[src/rtl/rpu_pkg.sv]
// Functional notes
// - Mux patch word onto ROM read data
// - Eight entries, address and data words
// - Data written after address sets entry active flag
// - Compare bus address with all entries
// - Match on enabled entry substitutes word
// - Highest matching entry index wins
// - Disable strobe ones clear active flags
// - Enable strobe ones set active flags
// - All registers reachable over system bus
// - Everything runs on system bus clock
// - Registers decode in their address window
// - ROM image and its alias patched
package rpu_pkg;
   // ****************************************
   // Address map
   // ****************************************
   localparam logic [31:0] REG_BASE     = 32'h4000_8400;
   localparam logic [31:0] REG_LAST     = 32'h4000_87FF;
   localparam logic [31:0] ROM_LAST     = 32'h0001_4FFF;
   localparam logic [31:0] ALIAS_BASE   = 32'h0002_0000;
   localparam logic [31:0] ALIAS_LAST   = 32'h0003_4FFF;
   localparam int          NUM_ENTRIES  = 8;
   // ****************************************
   // Register word offsets (byte addresses)
   // ****************************************
   localparam logic [9:0]  OFF_ENTRY0   = 10'h000;
   localparam logic [9:0]  OFF_ACTIVE   = 10'h040;
   localparam logic [9:0]  OFF_DISABLE  = 10'h044;
   localparam logic [9:0]  OFF_ENABLE   = 10'h048;
   localparam logic [7:0]  ACTIVE_RESET = 8'h00;
   localparam logic [1:0]  HTRANS_NSEQ  = 2'h2;
endpackage : rpu_pkg

[src/rtl/rpu_patch_unit.sv]
module rpu_patch_unit #(
   parameter int N = 8
) (
   input  wire logic        core_clk,
   input  wire logic        rst_n,
   input  wire logic        hsel,
   input  wire logic [31:0] haddr,
   input  wire logic [1:0]  htrans,
   input  wire logic        hwrite,
   input  wire logic [2:0]  hsize,
   input  wire logic [31:0] hwdata,
   input  wire logic        hready,
   output logic      [31:0] hrdata,
   output logic             hreadyout,
   output logic             hresp,
   input  wire logic [31:0] rom_rdata,
   output logic      [31:0] rom_patched_rdata,
   output logic      [7:0]  active_flags
);
   // ****************************************
   // Bus address phase capture
   // ****************************************
   logic        wr_pend_ff;
   logic        rd_pend_ff;
   logic [9:0]  addr_ph_ff;
   logic        rom_ph_ff;
   logic [31:0] rom_addr_ff;
   logic [N-1:0] active_ff;
   logic [N-1:0] addr_wr_ff;
   logic [N-1:0] data_wr_ff;
   logic [N-1:0] nxt_active;
   logic [N-1:0] nxt_addr_wr;
   logic [N-1:0] nxt_data_wr;
   logic [31:0]  mem_rd;
   logic [N*64-1:0] words;

   wire valid_tr   = hready && htrans[1];
   // Window decode for the register space
   wire in_regs    = haddr >= rpu_pkg::REG_BASE && haddr <= rpu_pkg::REG_LAST;
   wire reg_sel    = valid_tr && hsel && in_regs;
   // ROM image and alias both eligible
   wire in_rom     = haddr <= rpu_pkg::ROM_LAST
                  || (haddr >= rpu_pkg::ALIAS_BASE
                      && haddr <= rpu_pkg::ALIAS_LAST);

   // Single bus clock domain
   always_ff @(posedge core_clk) begin
      if (!rst_n) begin
         wr_pend_ff  <= 1'b0;
         rd_pend_ff  <= 1'b0;
         addr_ph_ff  <= 10'h000;
         rom_ph_ff   <= 1'b0;
         rom_addr_ff <= 32'h0000_0000;
      end else if (hready) begin
         wr_pend_ff  <= reg_sel && hwrite;
         rd_pend_ff  <= reg_sel && !hwrite;
         addr_ph_ff  <= haddr[9:0];
         rom_ph_ff   <= valid_tr && !hwrite && in_rom;
         rom_addr_ff <= haddr;
      end
   end

   // ****************************************
   // Register decode
   // ****************************************
   wire        is_entry   = addr_ph_ff < rpu_pkg::OFF_ACTIVE;
   wire [3:0]  word_idx   = addr_ph_ff[5:2];
   wire [2:0]  ent_idx    = word_idx[3:1];
   wire        is_data    = word_idx[0];
   wire        mem_wr     = wr_pend_ff && is_entry;
   wire        dis_wr     = wr_pend_ff && addr_ph_ff == rpu_pkg::OFF_DISABLE;
   wire        ena_wr     = wr_pend_ff && addr_ph_ff == rpu_pkg::OFF_ENABLE;
   // Read address taken in address phase so data is ready next cycle
   wire [3:0]  rd_word    = haddr[5:2];

   // Pairs stored address then data
   rpu_entry_mem #(.DEPTH(2*N)) u_mem (
      .core_clk   (core_clk),
      .wr_en      (mem_wr),
      .wr_idx     (word_idx),
      .wr_data    (hwdata),
      .rd_idx     (rd_word),
      .rd_data_ff (mem_rd),
      .all_words  (words)
   );

   // ****************************************
   // Active flag tracking
   // ****************************************
   function automatic logic [N-1:0] onehot(input logic [2:0] i,
                                           input logic en);
      onehot = en ? (N)'(1) << i : '0;
   endfunction : onehot

   wire [N-1:0] addr_hit = onehot(ent_idx, mem_wr && !is_data);
   wire [N-1:0] data_hit = onehot(ent_idx, mem_wr && is_data);
   // Data write after address arms the entry
   wire [N-1:0] arm      = data_hit & (addr_wr_ff | addr_hit);
   // Set beats disable strobe in same cycle
   wire [N-1:0] clr_v    = dis_wr ? hwdata[N-1:0] : '0;
   wire [N-1:0] set_v    = ena_wr ? hwdata[N-1:0] : '0;

   assign nxt_addr_wr = (addr_wr_ff | addr_hit) & ~arm;
   assign nxt_data_wr = data_wr_ff;
   assign nxt_active  = (active_ff & ~clr_v) | set_v | arm;

   always_ff @(posedge core_clk) begin
      if (!rst_n) begin
         active_ff  <= rpu_pkg::ACTIVE_RESET;
         addr_wr_ff <= '0;
         data_wr_ff <= '0;
      end else begin
         active_ff  <= nxt_active;
         addr_wr_ff <= nxt_addr_wr;
         data_wr_ff <= nxt_data_wr;
      end
   end

   // ****************************************
   // Parallel compare and priority
   // ****************************************
   function automatic logic [3:0] pick(input logic [N*64-1:0] w,
                                       input logic [N-1:0] act,
                                       input logic [31:0] a);
      pick = 4'h0;
      for (int k = 0; k < N; k++) begin
         if (act[k] && w[k*64 +: 32] == a) begin
            pick = {1'b1, 3'(k)};
         end
      end
   endfunction : pick

   wire [3:0]  hit      = pick(words, active_ff, rom_addr_ff);
   wire [31:0] sub_word = words[{hit[2:0], 1'b1}*32 +: 32];
   wire        do_sub   = rom_ph_ff && hit[3];

   // Combinational mux: no wait state added
   assign rom_patched_rdata = do_sub ? sub_word : rom_rdata;

   // ****************************************
   // Register read data
   // ****************************************
   wire [31:0] flags_rd = {24'h00_0000, active_ff};
   assign hrdata    = !rd_pend_ff ? 32'h0000_0000 :
                      is_entry ? mem_rd :
                      addr_ph_ff == rpu_pkg::OFF_ACTIVE ? flags_rd :
                      32'h0000_0000;
   assign hreadyout = 1'b1;
   assign hresp     = 1'b0;
   assign active_flags = active_ff;

   // ****************************************
   // Checks
   // ****************************************
   a_reset_clears: assert property (@(posedge core_clk)
      !rst_n |=> active_ff == 8'h00) else $error("flags not cleared");
   a_pair_arms: assert property (@(posedge core_clk) disable iff (!rst_n)
      mem_wr && is_data && addr_wr_ff[ent_idx] && !dis_wr
      |=> active_ff[$past(ent_idx)]) else $error("entry not armed");
   a_disable_clears: assert property (@(posedge core_clk)
      disable iff (!rst_n) dis_wr && !ena_wr && !mem_wr
      |=> (active_ff & $past(hwdata[7:0])) == 8'h00)
      else $error("disable failed");
   a_enable_sets: assert property (@(posedge core_clk)
      disable iff (!rst_n) ena_wr
      |=> (active_ff & $past(hwdata[7:0])) == $past(hwdata[7:0]))
      else $error("enable failed");
   a_zero_keeps: assert property (@(posedge core_clk)
      disable iff (!rst_n) !wr_pend_ff |=> active_ff == $past(active_ff))
      else $error("flags changed without write");
   a_pass_through: assert property (@(posedge core_clk)
      disable iff (!rst_n) !do_sub |-> rom_patched_rdata == rom_rdata)
      else $error("data altered without match");
   a_top_wins: assert property (@(posedge core_clk)
      disable iff (!rst_n) rom_ph_ff && active_ff[7]
      && words[31:0] != 32'h0 && words[7*64 +: 32] == rom_addr_ff
      |-> rom_patched_rdata == words[7*64+32 +: 32])
      else $error("priority wrong");
   a_no_wait: assert property (@(posedge core_clk)
      disable iff (!rst_n) hreadyout) else $error("wait inserted");
   a_sub_match: assert property (@(posedge core_clk)
      disable iff (!rst_n) do_sub
      |-> active_ff[hit[2:0]] && words[hit[2:0]*64 +: 32] == rom_addr_ff)
      else $error("bad substitution");

   c_patch: cover property (@(posedge core_clk) do_sub);
   c_arm: cover property (@(posedge core_clk) |arm);
   c_disable: cover property (@(posedge core_clk) dis_wr);
   c_flag_read: cover property (@(posedge core_clk)
      rd_pend_ff && !is_entry);
endmodule : rpu_patch_unit

[src/rtl/rpu_entry_mem.sv]
module rpu_entry_mem #(
   parameter int DEPTH = 16
) (
   input  wire logic                     core_clk,
   input  wire logic                     wr_en,
   input  wire logic [$clog2(DEPTH)-1:0] wr_idx,
   input  wire logic [31:0]              wr_data,
   input  wire logic [$clog2(DEPTH)-1:0] rd_idx,
   output logic      [31:0]              rd_data_ff,
   output logic      [DEPTH*32-1:0]      all_words
);
   // ****************************************
   // Entry storage, not reset: contents lost at power-up
   // ****************************************
   logic [31:0] mem_ff [DEPTH];

   always_ff @(posedge core_clk) begin
      if (wr_en) begin
         mem_ff[wr_idx] <= wr_data;
      end
      rd_data_ff <= mem_ff[rd_idx];
   end

   for (genvar g = 0; g < DEPTH; g++) begin : g_flat
      assign all_words[g*32 +: 32] = mem_ff[g];
   end
endmodule : rpu_entry_mem

[config.mk]
export PLATFORM = sky130hd
export DESIGN_NAME = rpu_patch_unit
export DESIGN_NICKNAME = d
export VERILOG_FILES = /design/src/rtl/rpu_pkg.sv /design/src/rtl/rpu_patch_unit.sv /design/src/rtl/rpu_entry_mem.sv
export SDC_FILE = /design/constraint.sdc
export NUM_CORES = 1
export LEC_CHECK = 0
export BUFFER_PORTS_ARGS = -buffer_cell sky130_fd_sc_hd__buf_2
export CAP_MARGIN = 40
export CORE_AREA = 4 4 314 316
export DETAILED_ROUTE_END_ITERATION = 8
export DIE_AREA = 0 0 318 320
export PLACE_DENSITY = 0.56
export SLEW_MARGIN = 20
export SYNTH_ARGS = -nofsm -noshare
export SYNTH_HDL_FRONTEND = slang
export SYNTH_HIERARCHICAL = 1
export SYNTH_SLANG_ARGS = --single-unit
export TNS_END_PERCENT = 10
[constraint.sdc]
create_clock -name core_clk -period 9.9 [get_ports core_clk]
set_input_delay 0.99 -clock core_clk [delete_from_list [all_inputs] [get_ports core_clk]]
set_output_delay 0.99 -clock core_clk [all_outputs]
set_load 0.005 [all_outputs]
==> results.toml <==
[drt]
wire_per_inst_um = 35.73
drc_errors = 0
drt-initial-drc-count = 2412
via_count = 20013
postRouteAntennaNets = 0
drt_wl_total_um = 124200
via_per_inst = 5.759
drtPass1Iterations = 7

[clocking]
htree_levels = 3
post_cts_resized = 0
cts_root_buffer = "clkbuf_16"
cts_buffers = 66
clock_path_buffers = 3
cts_hold_buf = 0
tritoncts = "built"
cts.sinks = 595
insertion_delay_ns = 0.63
post-cts-setup-buffers = 0
clk_pin_slew_ns = 0.06

[global_route]
grt_pass1_wl_um = 168600
grt_pass1_vias = 19707
grt_antenna_before_repair = 3
grt_overflow = 0
gr-usage-all-layers = 0.2389
grt_max_degree = 49

[status]
status = "finished, final reports clean"

[synth]
avgSynthCellArea_um2 = 14.51
ys_seq_area_frac = 0.5966
yosys_most_used_dff = "edfxtp_1"
synth_most_common_cell = "edfxtp_1"
async_reset_ff_frac = 0
synthDistinctLibCells = 69
synthTopCellsByCount = "edfxtp_1 (512), xor2_1 (199), mux4_2 (128), nand2_1 (102), nor4_1 (85)"
ys_ff_latch = 595
synth_warnings = 6
synth_edf_count = 512
syn_inst = 1968
synth_area_leaders = "edfxtp_1 (54%), mux4_2 (10%), xor2_1 (6.1%)"
yosysTopAreaCell = "edfxtp_1"
syn_area_mm2 = 0.02855
syn-num-nets = 2074
synth_top_area_share = 0.5384

[min_path]
whs_path_depth = 2
min_path_type = "flop to flop"

[die]
start_util = 0.2975
die_y_um = 320
fp.dieW_um = 318
rows = 114
core_area_mm2 = 0.09599
io_pins = 180
dieArea_mm2 = 0.1018

[timing]
skew_ns = 0.02248
slew_headroom = 0.4145
hold_viol = 0
period_share = 0.6258
rsz0062_at_grt = "no"
holdWs_ns = 0.4784
setup_viol = 0
tightest_slew_ns = 0.8783
period_needed_ns = 6.196
max_freq_mhz = 161.4
finalMaxSlewViolations = 0
fin_ws_ns = 3.704
final.setup.tns_ns = 0

[finish]
drive_gt1_frac = 0.2540
final_cell_area_mm2 = 0.03358
finish.utilization = 0.3498
final_cells = 3475
nets = 2250
syn_to_final_growth_pct = 17.60

[setup_path]
crit_path_start = "rom_addr_ff[27]"
cp.depth = 11
critPathBufInv = 2
crit_path_end_kind = "output port"
crit_path_frequent_cell = "nor4_1"
critPathKind = "flop to output port"
path_cells = "xor2_1, nor4_1, nand3_1, nor4_1, o21ai_0, a21boi_1, nor2b_2, buf_4, a221oi_1, nor3_1, buf_2"
required_ns = 8.91
cpLargestDelayFamily = "simple AND/OR/NAND/NOR gates"
reg2reg_slack_ns = 6.08
cp_slowest_cell = "dfxtp_1"
timing.rr.end = "u_mem/mem_ff[2][16]"
cp_max_fo = 12
reg2reg_depth = 6
cpPeakStageDelay_ns = 0.81
crit_end = "rom_patched_rdata[31]"
timing.rr.start = "addr_ph_ff[6]"
arrival_ns = 5.21
start_kind = "flop"

[place]
io_buffers = 173
place_worst_setup_slack_ns = 4.273
dp_hpwl_um = 88860
post-place-cells = 3349
dpl-instance-area_mm2 = 0.03118
gp_congestion = 0.9945

[power]
finalPower_mw = 5.856
p_leak_nw = 11.72
vdd_ir_drop_max_uv = 110.7
pwr_density_cell_mw_per_mm2 = 174.4

[flow_run]
drv_cap = 0
per-layer routing:
| layer | share of wire | vias to the layer above | global-route usage |
|---|---|---|---|
| li1 | - | 8135 | - |
| met3 | 0.088 | 178 | 0.05005 |
| met1 | 0.41 | 10531 | 0.3177 |
| met4 | 0.037 | 0 | 0.08088 |
| met5 | 0 | - | 0 |
| met2 | 0.47 | 1169 | 0.3900 |
worst min-delay path by stage:
stage	slack, ns	from	endpoint
after global routing	0.50	addr_wr_ff[1]	addr_wr_ff[1]
after floorplan	0.44	addr_wr_ff[5]	addr_wr_ff[5]
after CTS	0.47	addr_wr_ff[1]	addr_wr_ff[1]
after global placement	0.46	addr_wr_ff[3]	addr_wr_ff[3]
final	0.48	addr_wr_ff[1]	addr_wr_ff[1]
after detailed placement	0.47	addr_wr_ff[1]	addr_wr_ff[1]
area by class of cell:
class,instances,area (µm²)
antenna,2,5.005
clock buffer,81,1778
clock inverter,40,558.0
fill,9161,62410
inverter,2,7.507
multi-input combinational,1234,10990
sequential,595,17040
tap,1276,1597
timing repair buffer,245,1608
flip-flops by register name, summed over array words and instances, names as in the netlist:
signal            flops
addr_wr_ff            8
wr_pend_ff            1
rom_ph_ff             1
u_mem/rd_data_ff     32
u_mem/mem_ff        512
active_flags          8
rom_addr_ff          23
rd_pend_ff            1
addr_ph_ff            9
layout by cell type (no fill, tap or decap), types with 32 or more instances in the layout:
cell type / instances
nor4_1: 84
clkbuf_16: 66
nor2_1: 46
nand2_1: 102
nor2b_1: 35
xor2_1: 199
mux2i_1: 45
buf_2: 174
dfxtp_1: 83
a22oi_1: 70
a21oi_1: 32
nand3_1: 59
nand4_1: 40
edfxtp_1: 512
buf_4: 57
xnor2_1: 51
nor3_1: 34
mux4_2: 128
kinds of logic (layout without fill, tap and decap cells):
kind of cell / Yosys count / count (layout) / synth area share
other cells: 2 / 4 / 0.0002630
buf+inv: 139 / 368 / 0.02520
mux: 206 / 206 / 0.1311
simple gates: 552 / 552 / 0.1077
compound gates: 224 / 224 / 0.06253
xor+xnor: 250 / 250 / 0.07668
flops: 595 / 595 / 0.5966
power by group:
part | internal [mW] | leakage [nW] | switching (mW)
combinational | 0.144 | 5.30 | 0.283
sequential | 2.74 | 5.29 | 0.0426
clock | 1.58 | 1.13 | 1.06
total | 4.47 | 11.7 | 1.39
worst register-to-register path, delay by kind of cell (launching register included):
family | cells | cell delay [ns]
DFF | 1 | 0.59
and+or+nand+nor | 4 | 1.94
buffers and inverters | 2 | 0.90
Power figures use the tool's default switching activity.
